### src/inc/tmioc_defines.svh
`ifndef TMIOC_DEFINES_SVH
`define TMIOC_DEFINES_SVH

// ****************************************
// bus geometry
// ****************************************
`define TMIOC_NUM_CH        6
`define TMIOC_ADDR_W        5
`define TMIOC_DATA_W        8

// ****************************************
// register offsets (base + channel number; START is one shared register)
// ****************************************
`define TMIOC_OFS_MODE      5'h00
`define TMIOC_OFS_IOH       5'h08
`define TMIOC_OFS_IOL       5'h10
`define TMIOC_OFS_START     5'h18

// ****************************************
// reset values and fields
// ****************************************
`define TMIOC_MODE_RST      8'hc0
`define TMIOC_MODE_TOP      2'h3
`define TMIOC_IO_RST        8'h00
`define TMIOC_START_RST     6'h00
`define TMIOC_BIT_PAIR_BD   5
`define TMIOC_BIT_PAIR_AC   4
`define TMIOC_BIT_PHASE_SEL 2
`define TMIOC_FLD_B_LSB     4
`define TMIOC_FLD_A_LSB     0
`define TMIOC_FLD_CAPT_BIT  3
`define TMIOC_FLD_LVL_BIT   2
`define TMIOC_FLD_OFF       4'h0
`define TMIOC_CD_CHANS      6'h09

`endif

### src/inc/tmioc_pkg.sv
package tmioc_pkg;

  // ****************************************
  // decoded operating mode
  // ****************************************
  typedef enum logic [3:0] {
    TMIOC_MODE_NORMAL,
    TMIOC_MODE_RESERVED,
    TMIOC_MODE_PWM1,
    TMIOC_MODE_PWM2,
    TMIOC_MODE_PHASE1,
    TMIOC_MODE_PHASE2,
    TMIOC_MODE_PHASE3,
    TMIOC_MODE_PHASE4,
    TMIOC_MODE_UNDEF
  } tmioc_mode_t;

  // ****************************************
  // per-channel control to the datapath
  // ****************************************
  typedef struct packed {
    tmioc_mode_t mode;
    logic        bufferPairAC;
    logic        bufferPairBD;
    logic [3:0]  captureEn;
    logic [3:0]  compareEn;
  } tmioc_chan_ctrl_t;

  typedef struct packed {
    logic [3:0] level;
    logic [3:0] enable;
  } tmioc_pin_t;

endpackage

### src/core/tmioc_mode_reg.sv
`timescale 1ns/10ps
`default_nettype none
`include "tmioc_defines.svh"

module tmioc_mode_reg #(
  parameter bit HAS_CD    = 1'b1,
  parameter bit HAS_PHASE = 1'b0
) (
  input  wire logic                clk,
  input  wire logic                rstn,
  input  wire logic                wrEn,
  input  wire logic [7:0]          wrData,
  output logic      [7:0]          value,
  output tmioc_pkg::tmioc_mode_t   mode
);

  logic [5:0] store_reg;
  logic [5:0] store_next;
  logic [5:0] wrMask;

  // ****************************************
  // writable bits; absent features stay zero
  // ****************************************
  always_comb
  begin
    wrMask = 6'h3f;
    if (!HAS_CD)
    begin
      wrMask[`TMIOC_BIT_PAIR_BD] = 1'b0;
      wrMask[`TMIOC_BIT_PAIR_AC] = 1'b0;
    end
    if (!HAS_PHASE)
    begin
      wrMask[`TMIOC_BIT_PHASE_SEL] = 1'b0;
    end
    store_next = store_reg;
    if (wrEn)
    begin
      store_next = wrData[5:0] & wrMask;
    end
  end

  always_ff @(posedge clk)
  begin
    if (!rstn)
      store_reg <= 6'(`TMIOC_MODE_RST);
    else
      store_reg <= store_next;
  end

  // top pair is wired, not stored
  assign value = {`TMIOC_MODE_TOP, store_reg};

  always_comb
  begin
    case (store_reg[3:0])
      4'h0:    mode = tmioc_pkg::TMIOC_MODE_NORMAL;
      4'h1:    mode = tmioc_pkg::TMIOC_MODE_RESERVED;
      4'h2:    mode = tmioc_pkg::TMIOC_MODE_PWM1;
      4'h3:    mode = tmioc_pkg::TMIOC_MODE_PWM2;
      4'h4:    mode = tmioc_pkg::TMIOC_MODE_PHASE1;
      4'h5:    mode = tmioc_pkg::TMIOC_MODE_PHASE2;
      4'h6:    mode = tmioc_pkg::TMIOC_MODE_PHASE3;
      4'h7:    mode = tmioc_pkg::TMIOC_MODE_PHASE4;
      default: mode = tmioc_pkg::TMIOC_MODE_UNDEF;
    endcase
  end

endmodule
`default_nettype wire

### src/core/tmioc_io_field.sv
`timescale 1ns/10ps
`default_nettype none
`include "tmioc_defines.svh"

module tmioc_io_field (
  input  wire logic [3:0] field,
  input  wire logic       usable,
  output logic            capture,
  output logic            compare,
  output logic            initLevel
);

  // a field that is not usable yields no event at all
  always_comb
  begin
    capture   = usable & field[`TMIOC_FLD_CAPT_BIT];
    compare   = usable & ~field[`TMIOC_FLD_CAPT_BIT] & (field != `TMIOC_FLD_OFF);
    initLevel = field[`TMIOC_FLD_LVL_BIT];
  end

endmodule
`default_nettype wire

### src/core/tmioc_top.sv
// Design decisions made here: the strobed register port and the address map.
`timescale 1ns/10ps
`default_nettype none
`include "tmioc_defines.svh"

module tmioc_top #(
  parameter int NUM_CH = `TMIOC_NUM_CH
) (
  input  wire logic                                   clk,
  input  wire logic                                   rstn,
  input  wire logic [`TMIOC_ADDR_W-1:0]               busAddr,
  input  wire logic [`TMIOC_DATA_W-1:0]               busWrData,
  input  wire logic                                   busWrite,
  input  wire logic                                   busRead,
  input  wire logic [NUM_CH-1:0]                      counterClear,
  output logic      [`TMIOC_DATA_W-1:0]               busRdData,
  output logic      [NUM_CH-1:0]                      counterStart,
  output tmioc_pkg::tmioc_chan_ctrl_t [NUM_CH-1:0]    chanCtrl,
  output tmioc_pkg::tmioc_pin_t [NUM_CH-1:0]          chanPins
);

  // ****************************************
  // state
  // ****************************************
  logic [7:0]                                rdData_reg;
  logic [7:0]                                rdData_next;
  logic [NUM_CH-1:0]                         start_reg;
  logic [NUM_CH-1:0]                         start_next;
  logic [7:0]                                ioHigh_reg [NUM_CH];
  logic [7:0]                                ioHigh_next [NUM_CH];
  logic [7:0]                                ioLow_reg [NUM_CH];
  logic [7:0]                                ioLow_next [NUM_CH];
  tmioc_pkg::tmioc_chan_ctrl_t [NUM_CH-1:0]  ctrl_reg;
  tmioc_pkg::tmioc_chan_ctrl_t [NUM_CH-1:0]  ctrl_next;
  tmioc_pkg::tmioc_pin_t [NUM_CH-1:0]        pins_reg;
  tmioc_pkg::tmioc_pin_t [NUM_CH-1:0]        pins_next;

  logic [7:0]                                modeVal [NUM_CH];
  tmioc_pkg::tmioc_mode_t                    modeDec [NUM_CH];
  logic [3:0]                                fldCapt [NUM_CH];
  logic [3:0]                                fldComp [NUM_CH];
  logic [3:0]                                fldLevel [NUM_CH];
  logic [NUM_CH-1:0]                         modeWr;

  // channels that own general registers C and D
  localparam logic [5:0] CD_CHANS = `TMIOC_CD_CHANS;

  // ****************************************
  // per-channel mode registers and io fields
  // ****************************************
  genvar ch;
  genvar p;
  generate
    for (ch = 0; ch < NUM_CH; ch++)
    begin : g_ch
      localparam bit HAS_CD = CD_CHANS[ch];
      logic [3:0] usable;
      logic [3:0] field [4];

      assign modeWr[ch] = busWrite && (busAddr == `TMIOC_OFS_MODE + 5'(ch));

      tmioc_mode_reg #(
        .HAS_CD    (HAS_CD),
        .HAS_PHASE (!HAS_CD)
      ) u_mode (
        .clk    (clk),
        .rstn   (rstn),
        .wrEn   (modeWr[ch]),
        .wrData (busWrData),
        .value  (modeVal[ch]),
        .mode   (modeDec[ch])
      );

      // high register holds A and B, low register C and D
      assign field[0] = ioHigh_reg[ch][`TMIOC_FLD_A_LSB +: 4];
      assign field[1] = ioHigh_reg[ch][`TMIOC_FLD_B_LSB +: 4];
      assign field[2] = ioLow_reg[ch][`TMIOC_FLD_A_LSB +: 4];
      assign field[3] = ioLow_reg[ch][`TMIOC_FLD_B_LSB +: 4];
      assign usable[1:0] = 2'h3;
      assign usable[2] = HAS_CD && !modeVal[ch][`TMIOC_BIT_PAIR_AC];
      assign usable[3] = HAS_CD && !modeVal[ch][`TMIOC_BIT_PAIR_BD];

      for (p = 0; p < 4; p++)
      begin : g_pin
        tmioc_io_field u_fld (
          .field     (field[p]),
          .usable    (usable[p]),
          .capture   (fldCapt[ch][p]),
          .compare   (fldComp[ch][p]),
          .initLevel (fldLevel[ch][p])
        );
      end
    end
  endgenerate

  // ****************************************
  // register writes and read mux
  // ****************************************
  always_comb
  begin
    start_next  = start_reg;
    rdData_next = 8'h00;
    for (int k = 0; k < NUM_CH; k++)
    begin
      ioHigh_next[k] = ioHigh_reg[k];
      ioLow_next[k]  = ioLow_reg[k];
      if (busWrite && busAddr == `TMIOC_OFS_IOH + 5'(k))
      begin
        ioHigh_next[k] = busWrData;
      end
      if (busWrite && busAddr == `TMIOC_OFS_IOL + 5'(k) && CD_CHANS[k])
      begin
        ioLow_next[k] = busWrData;
      end
      if (busRead && busAddr == `TMIOC_OFS_MODE + 5'(k))
        rdData_next = modeVal[k];
      if (busRead && busAddr == `TMIOC_OFS_IOH + 5'(k))
        rdData_next = ioHigh_reg[k];
      if (busRead && busAddr == `TMIOC_OFS_IOL + 5'(k))
        rdData_next = ioLow_reg[k];
    end
    if (busWrite && busAddr == `TMIOC_OFS_START)
      start_next = busWrData[NUM_CH-1:0];
    if (busRead && busAddr == `TMIOC_OFS_START)
      rdData_next = 8'(start_reg);
  end

  always_ff @(posedge clk)
  begin
    if (!rstn)
    begin
      rdData_reg <= 8'h00;
      start_reg  <= `TMIOC_START_RST;
      for (int k = 0; k < NUM_CH; k++)
      begin
        ioHigh_reg[k] <= `TMIOC_IO_RST;
        ioLow_reg[k]  <= `TMIOC_IO_RST;
      end
    end
    else
    begin
      rdData_reg <= rdData_next;
      start_reg  <= start_next;
      for (int k = 0; k < NUM_CH; k++)
      begin
        ioHigh_reg[k] <= ioHigh_next[k];
        ioLow_reg[k]  <= ioLow_next[k];
      end
    end
  end

  // ****************************************
  // channel control and pin levels
  // ****************************************
  always_comb
  begin
    for (int k = 0; k < NUM_CH; k++)
    begin
      ctrl_next[k].mode         = modeDec[k];
      ctrl_next[k].bufferPairAC = modeVal[k][`TMIOC_BIT_PAIR_AC];
      ctrl_next[k].bufferPairBD = modeVal[k][`TMIOC_BIT_PAIR_BD];
      ctrl_next[k].captureEn    = fldCapt[k];
      ctrl_next[k].compareEn    = fldComp[k];
      pins_next[k].enable       = fldComp[k];
      pins_next[k].level        = pins_reg[k].level;
      for (int q = 0; q < 4; q++)
      begin
        if (!fldComp[k][q])
          pins_next[k].level[q] = 1'b0;
        else if (!start_reg[k])
          pins_next[k].level[q] = fldLevel[k][q];
        else if (counterClear[k] && modeDec[k] == tmioc_pkg::TMIOC_MODE_PWM2)
          pins_next[k].level[q] = fldLevel[k][q];
      end
    end
  end

  // counting itself lives elsewhere; pins only hold between events
  always_ff @(posedge clk)
  begin
    if (!rstn)
    begin
      ctrl_reg <= '0;
      pins_reg <= '0;
    end
    else
    begin
      ctrl_reg <= ctrl_next;
      pins_reg <= pins_next;
    end
  end

  assign busRdData    = rdData_reg;
  assign counterStart = start_reg;
  assign chanCtrl     = ctrl_reg;
  assign chanPins     = pins_reg;
endmodule
`default_nettype wire

### config.mk
export PLATFORM = sky130hd
export DESIGN_NAME = tmioc_top
export DESIGN_NICKNAME = d
export VERILOG_FILES = /design/src/inc/tmioc_pkg.sv /design/src/core/tmioc_mode_reg.sv /design/src/core/tmioc_io_field.sv /design/src/core/tmioc_top.sv
export VERILOG_INCLUDE_DIRS = /design/src /design/src/inc
export SDC_FILE = /design/constraint.sdc
export NUM_CORES = 1
export LEC_CHECK = 0
export BUFFER_PORTS_ARGS = -buffer_cell sky130_fd_sc_hd__buf_2
export CAP_MARGIN = 20
export CORE_ASPECT_RATIO = 0.9
export CORE_UTILIZATION = 55
export DETAILED_ROUTE_END_ITERATION = 6
export GPL_ROUTABILITY_DRIVEN = 0
export PLACE_DENSITY = 0.91
export SYNTH_ARGS = -nofsm -noshare
export SYNTH_HDL_FRONTEND = slang
export SYNTH_SLANG_ARGS = --single-unit
### constraint.sdc
create_clock -name clk -period 2.1 [get_ports clk]
set_input_delay 0.42 -clock clk [delete_from_list [all_inputs] [get_ports clk]]
set_output_delay 0.42 -clock clk [all_outputs]
set_load 0.01 [all_outputs]
==> out/qor.csv, run 1 <==
metric,value,unit
status,"complete, but fails checks",
failing checks,DRC,
"Slew Viols, Final",0,
max-cap violation count,0,
post-synthesis adder-cell area fraction,0,%
largest net degree at the start of global routing,58,
antenna violations before repair,0,
GRT Total Usage,31.87,%
largest family of logic cells by synthesized area,simple AND/OR/NAND/NOR gates,
CTS max path bufs,2,
Area contributors post-synth,"dfxtp_1, mux2i_1, buf_4",
crit start category,primary input,
post-synthesis simple-gate area fraction,24.25,%
reported net switching power,1.777,mW
largest area contributor in the netlist,dfxtp_1,
CP arrival,2.23,ns
fin util,66.74,%
Root Buffer,clkbuf_16,
register share of total power,49.6,%
Ports,169,
CTS Sinks,194,
ys async rst share,0,%
gr ovfl total,0,
sw frac,23.65,%
Die Height,117.2,microns
"Min Clock Period, post-route",1.920,ns
number of flip-flops under the largest register name,48,
final hold violation count,0,
Leak,3.966,nW
Crit path largest cell delay,0.52,ns
CP required,2.41,ns
number of diodes,0,
Final HPWL DP,16380,microns
first-pass GRT wire length,36290,microns
fraction of layout cells with a size suffix above 1,21.45,%
Unique masters post-synth,65,
post-synthesis mux area share,7.050,%
Slowest cell on crit path,a2111oi_0,
Post-route DRC,14,
clock power share,44.2,%
Worst-Margin Slew,0.6432,ns
Max H-tree Level,4,
# nets final,1045,
area added between synthesis and finish,16.94,%
Critical Path Most Common Cell,buf_4,
vias in the first global route,6813,
Rows,41,
fmax,520.8,MHz
Routed Antenna Nets,0,
cell count after synthesis,902,
Int Pwr,5.735,mW
dpl cells,1196,
Core ar.,14210,sq um
"Top FF cell, synth",dfxtp_1,
Routed wire per std cell,19.20,microns
Via density,6.013,
post-synthesis register bit count,194,
Starting DRT DRC Count,1252,
cts repair resizes,0,
number of iterations in the first detailed-routing pass,7,
"Avg Cell Area, Syn",8.991,sq um
drt total wl,23580,microns
XOR/XNOR Fraction of Synth Area,0.1080,%
final cell count without fillers,1228,
critical path peak fanout,14,
die area,15240,sq um
# hold bufs at CTS,0,
post-CTS setup buffers,0,
slew margin rel.,56.01,%
Post-Route Setup TNS,0,ns
endpoints failing setup,0,
Yosys warnings,0,
Clock Skews,0.009414,ns
Comb power frac,6.2,%
crit share post-route,91.44,%
Yosys top cell area share,47.89,%
post-synthesis compound-gate area fraction,11.63,%
TritonCTS Buffers,17,
worst skew pair latency,0.44,ns
number of flops mapped to enable cells by yosys,0,
"Seq/Total Area, Yosys",47.89,%
class of the most critical setup path,in2reg,
die width,130,microns
"commonest non-fill, non-tap cell in the layout",dfxtp_1,
P per Cell Area,792.1,nW/um^2
via count,7384,
CTS tree,yes,
initial core utilization,57.07,%
port bufs,126,
critical-path cell list,"buf_2, buf_4, nand2_1, nor2_1, buf_4, a2111oi_0, and3_1, o21ai_1",
Power Total,7.512,mW
Netlist Area Pre-Place,8110,sq um
kind of end point of the critical path,register,
worst hold path type,in2reg,
most frequent cells in the layout,"dfxtp_1, buf_2, nand2_1, a21oi_1, nor2_1",
Peak VDD IR,808.5,uV
clk slew on worst S/H paths,0.07,ns
RSZ-0062 raised after global routing,no,
==> layout make-up <==
| class | count | area [sq um] |
|---|---|---|
| Fill cell | 1064 | 4726 |
| Sequential cell | 194 | 3884 |
| Multi-Input combinational cell | 618 | 3649 |
| Timing Repair Buffer | 176 | 1044 |
| Clock buffer | 22 | 484.2 |
| Tap cell | 193 | 241.5 |
| Clock inverter | 10 | 125.1 |
| Inverter | 15 | 57.56 |
==> routing by layer <==
| metal | global-route usage (%) | share of wire [%] | wire length, microns |
|---|---|---|---|
| met1 | 39.20 | 38 | 8984 |
| met4 | 16.90 | 4.8 | 1130 |
| met2 | 50.34 | 44 | 10460 |
| met5 | 0 | 0 | 0 |
| met3 | 9.909 | 13 | 3007 |
==> critical path, delay by kind of cell <==
family                 cells  cell delay (ns)
AND/OR/NAND/NOR            3             0.67
AO/OA/AOI/OAI              2             0.60
buffers and inverters      3             0.54
==> path summary, 6_finish.rpt <==
| check | slack [ns] | start | end | cells after the start |
|---|---|---|---|---|
| worst min register to register | 0.45 | register | chanCtrl[24]$_SDFF_PN0_ | 1 |
| worst max-delay path | 0.18 | busAddr[1] | busRdData[4]$_SDFF_PN0_ | 8 |
| worst min-delay path | 0.39 | busWrData[7] | ioHigh_reg[2][7]$_SDFFE_PN0P_ | 3 |
| worst max register to register | 0.39 | g_ch[5].u_mode.store_reg[3]$_SDFFE_PN0P_ | chanPins[45]$_SDFFE_PN0P_ | 4 |
==> kinds of logic after synthesis <==
logic type,after synthesis
simple gates,375
flops,194
compound gates,143
buf+inv,131
mux,57
xor+xnor,1
other cells,1
==> Yosys cell counts (3+ instances only) <==
| master | instances |
|---|---|
| dfxtp_1 | 194 |
| nand2_1 | 80 |
| a21oi_1 | 65 |
| nor2_1 | 64 |
| nand3_1 | 63 |
| buf_4 | 58 |
| mux2i_1 | 56 |
| clkbuf_1 | 42 |
| nor3_1 | 42 |
| and2_1 | 36 |
| nor2b_1 | 21 |
| inv_1 | 15 |
| and3_1 | 14 |
| buf_2 | 12 |
| a22oi_1 | 11 |
| nand2b_1 | 9 |
| o211ai_1 | 9 |
| o21ai_0 | 9 |
| a211oi_1 | 6 |
| a2111oi_0 | 5 |
| nand3b_1 | 5 |
| nand4_1 | 5 |
| nor3b_1 | 5 |
| a221o_1 | 4 |
| a221oi_1 | 4 |
| a22o_1 | 4 |
| o2111ai_1 | 4 |
| or3_1 | 4 |
| a21boi_0 | 3 |
| buf_1 | 3 |
| nor2_2 | 3 |
| nor4bb_1 | 3 |
| or3b_1 | 3 |
==> metrics by stage <==
step                setup WS, ns  hold slack [ns]  area, sq um
global placement        -0.02294           0.4354         8875
finish                    0.1798           0.3933         9484
detailed placement       -0.1061           0.4366         8875
global route              0.2393           0.3674         9484
CTS                       0.3408           0.3539         9484
floorplan                 0.1939           0.4204         8264
==> power groups by stage <==
| stage | logic, mW | clock network, mW | registers, mW |
|---|---|---|---|
| after floorplan | 0.334 | 0 | 3.81 |
| after global placement | 0.427 | 0 | 3.81 |
| after detailed placement | 0.437 | 0 | 3.81 |
| after CTS | 0.444 | 3.33 | 3.72 |
| after global routing | 0.492 | 3.48 | 3.73 |
| final | 0.463 | 3.32 | 3.73 |
(Power assumes the default switching activity.)
==> run 2: changes to the inputs <==
CORE_UTILIZATION = 25   (was 55)
MAX_ROUTING_LAYER = met4   (was default)
PLACE_DENSITY = 0.54   (was 0.91)
==> out/qor.csv, run 2 (synthesis gave the netlist of run 1 again) <==
metric,value,unit,change
Final HPWL DP,20040,microns,+22%
Finished Cell Area,9901,sq um,+4.4%
Placed Area,9316,sq um,+5.0%
area added between synthesis and finish,22.08,%,
most frequent cells in the layout,"dfxtp_1, buf_2, nand2_1, a21oi_1, nor2_1",,
CTS tree,yes,,
critical-path cell list,"buf_2, buf_12, nor4b_2, buf_4, and2_1, a221o_1, o221ai_1, a21oi_1",,
clk slew on worst S/H paths,0.07,ns,about the same
die area,33170,sq um,+120%
via count,7054,,-4.5%
Max H-tree Level,4,,unchanged
port bufs,126,,unchanged
crit path buf inv count,3,,unchanged
"Min Clock Period, post-route",1.867,ns,-0.05337 ns
fin worst setup slack,0.2331,ns,+0.05337 ns
die width,191.9,microns,+48%
vias in the first global route,6383,,-6.3%
first-pass GRT wire length,40970,microns,+13%
# hold bufs at CTS,0,,unchanged
Post-route DRC,0,,-14
worst r2r src,g_ch[4].u_mode.store_reg[3]$_SDFFE_PN0P_,,
Die Height,172.9,microns,+48%
CP required,2.42,ns,about the same
worst hold path type,in2reg,,
P per Cell Area,758.2,nW/um^2,-4.3%
GRT Total Usage,17.22,%,-15 points
depth of the worst register-to-register path,4,,unchanged
post-CTS setup buffers,0,,unchanged
Int Pwr,5.567,mW,-2.9%
Leak,4.038,nW,+1.8%
Root Buffer,clkbuf_16,,
number of flip-flops under the largest register name,48,,unchanged
Routed wire per std cell,18.60,microns,-3.2%
clock power share,43.8,%,-0.4 points
# nets final,1060,,+1.4%
Comb power frac,6.6,%,+0.4 points
sw frac,25.84,%,+2.2 points
gr ovfl total,0,,unchanged
Peak VDD IR,574.8,uV,-29%
worst hold path depth,3,,unchanged
Routed Antenna Nets,0,,unchanged
crit start category,primary input,,
cts repair resizes,0,,unchanged
Starting DRT DRC Count,772,,-38%
critical path peak fanout,13,,-1
fmax,535.7,MHz,+2.9%
status,finished clean,,
number of iterations in the first detailed-routing pass,5,,-2
Crit path largest cell delay,0.43,ns,-0.09 ns
Worst path top cell family by delay,compound AO/OA/AOI/OAI gates,,
flop2flop setup slack,0.42,ns,+0.03 ns
kind of end point of the critical path,register,,
drt total wl,27280,microns,+16%
largest net degree at the start of global routing,54,,-6.9%
"Slew Viols, Final",0,,unchanged
max-cap violation count,0,,unchanged
Clock Skews,0.01250,ns,+0.003083 ns
FF-to-FF End,chanPins[36]$_SDFFE_PN0P_,,
CTS Sinks,194,,unchanged
class of the most critical setup path,in2reg,,
Ports,169,,unchanged
Slowest cell on crit path,nor4b_2,,
"commonest non-fill, non-tap cell in the layout",dfxtp_1,,
register share of total power,49.6,%,about the same
CP Launch Point,busAddr[0],,
worst skew pair latency,0.45,ns,about the same
initial core utilization,25.44,%,-32 points
Worst-Margin Slew,0.5984,ns,-0.04484 ns
Rows,62,,+51%
endpoints failing setup,0,,unchanged
fraction of layout cells with a size suffix above 1,22.67,%,+1.2 points
Hold Path End,ioHigh_reg[5][7]$_SDFFE_PN0P_,,
CTS max path bufs,2,,unchanged
antenna violations before repair,0,,unchanged
reported net switching power,1.940,mW,+9.2%
Hold Path Origin,busWrData[7],,
Core ar.,31880,sq um,+120%
final hold violation count,0,,unchanged
TritonCTS Buffers,17,,unchanged
crit share post-route,88.90,%,-2.5 points
DP Worst Slack,-0.1819,ns,-0.07576 ns
CP arrival,2.19,ns,-0.04 ns
RSZ-0062 raised after global routing,no,,
fin util,31.05,%,-36 points
Hold WS,0.3776,ns,-0.01575 ns
slew margin rel.,59.08,%,+3.1 points
Via density,4.808,,-20%
==> run 2: cell types whose count changed in the layout (fill, tap and decap cells not counted), sizes merged <==
cell and change:
buf +15, bufinv -1, clkbuf -4, clkinv -3, clkinvlp +1, diode +1, inv +7
==> run 2: worst max path at each step <==
stage                                          to  cells past startpoint  slack (ns)
final                     busRdData[6]$_SDFF_PP0_                      8        0.23
after detailed placement  busRdData[6]$_SDFF_PP0_                      8       -0.18
after floorplan           busRdData[3]$_SDFF_PN0_                      7        0.19
after global placement    busRdData[6]$_SDFF_PP0_                      8       -0.14
after global routing      busRdData[1]$_SDFF_PN0_                      6        0.18
after CTS                 busRdData[6]$_SDFF_PP0_                      8        0.28
==> run 2: layer usage <==
metal / part of all wire, % / vias up / track usage (%) / wire (microns)
li1: - / 3327 / - / -
met5: 0 / - / - / 0
met2: 44 / 298 / 24.22 / 11880
met4: 1.8 / 0 / 5.225 / 490
met1: 47 / 3393 / 24.35 / 12890
met3: 7.4 / 36 / 3.653 / 2022
==> run 2: stage by stage <==
step / power, mW / cells / TNS [ns]
after floorplan: 4.139 / 943 / 0
after global placement: 4.293 / 1434 / -0.3879
after detailed placement: 4.297 / 1434 / -0.5580
after CTS: 7.589 / 1466 / 0
after global routing: 7.816 / 1466 / 0
final: 7.507 / 1467 / 0
==> run 2: area by class of cell <==
class / instances / area [sq um]
Sequential cell: 194 / 3884
Multi-Input combinational cell: 618 / 3649
Antenna cell: 1 / 2.502
Inverter: 15 / 57.56
Clock inverter: 14 / 142.6
Tap cell: 416 / 520.5
Timing Repair Buffer: 191 / 1206
Clock buffer: 18 / 439.2
Fill cell: 3396 / 21980
==> run 2: power groups by stage <==
stage / Sequential (mW) / Combinational (mW) / Clock (mW)
2_1_floorplan: 3.81 / 0.334 / 0
3_3_place_gp: 3.81 / 0.485 / 0
3_5_place_dp: 3.81 / 0.488 / 0
4_1_cts: 3.72 / 0.489 / 3.38
5_1_grt: 3.73 / 0.533 / 3.56
6_report: 3.72 / 0.496 / 3.29
==> run 2: worst register-to-register path, cell delays in order (launching register included) <==
cell      delay, ns
dfxtp_1        0.39
nor4bb_1       0.54
a21boi_0       0.36
mux2i_1        0.23
nor2b_1        0.06
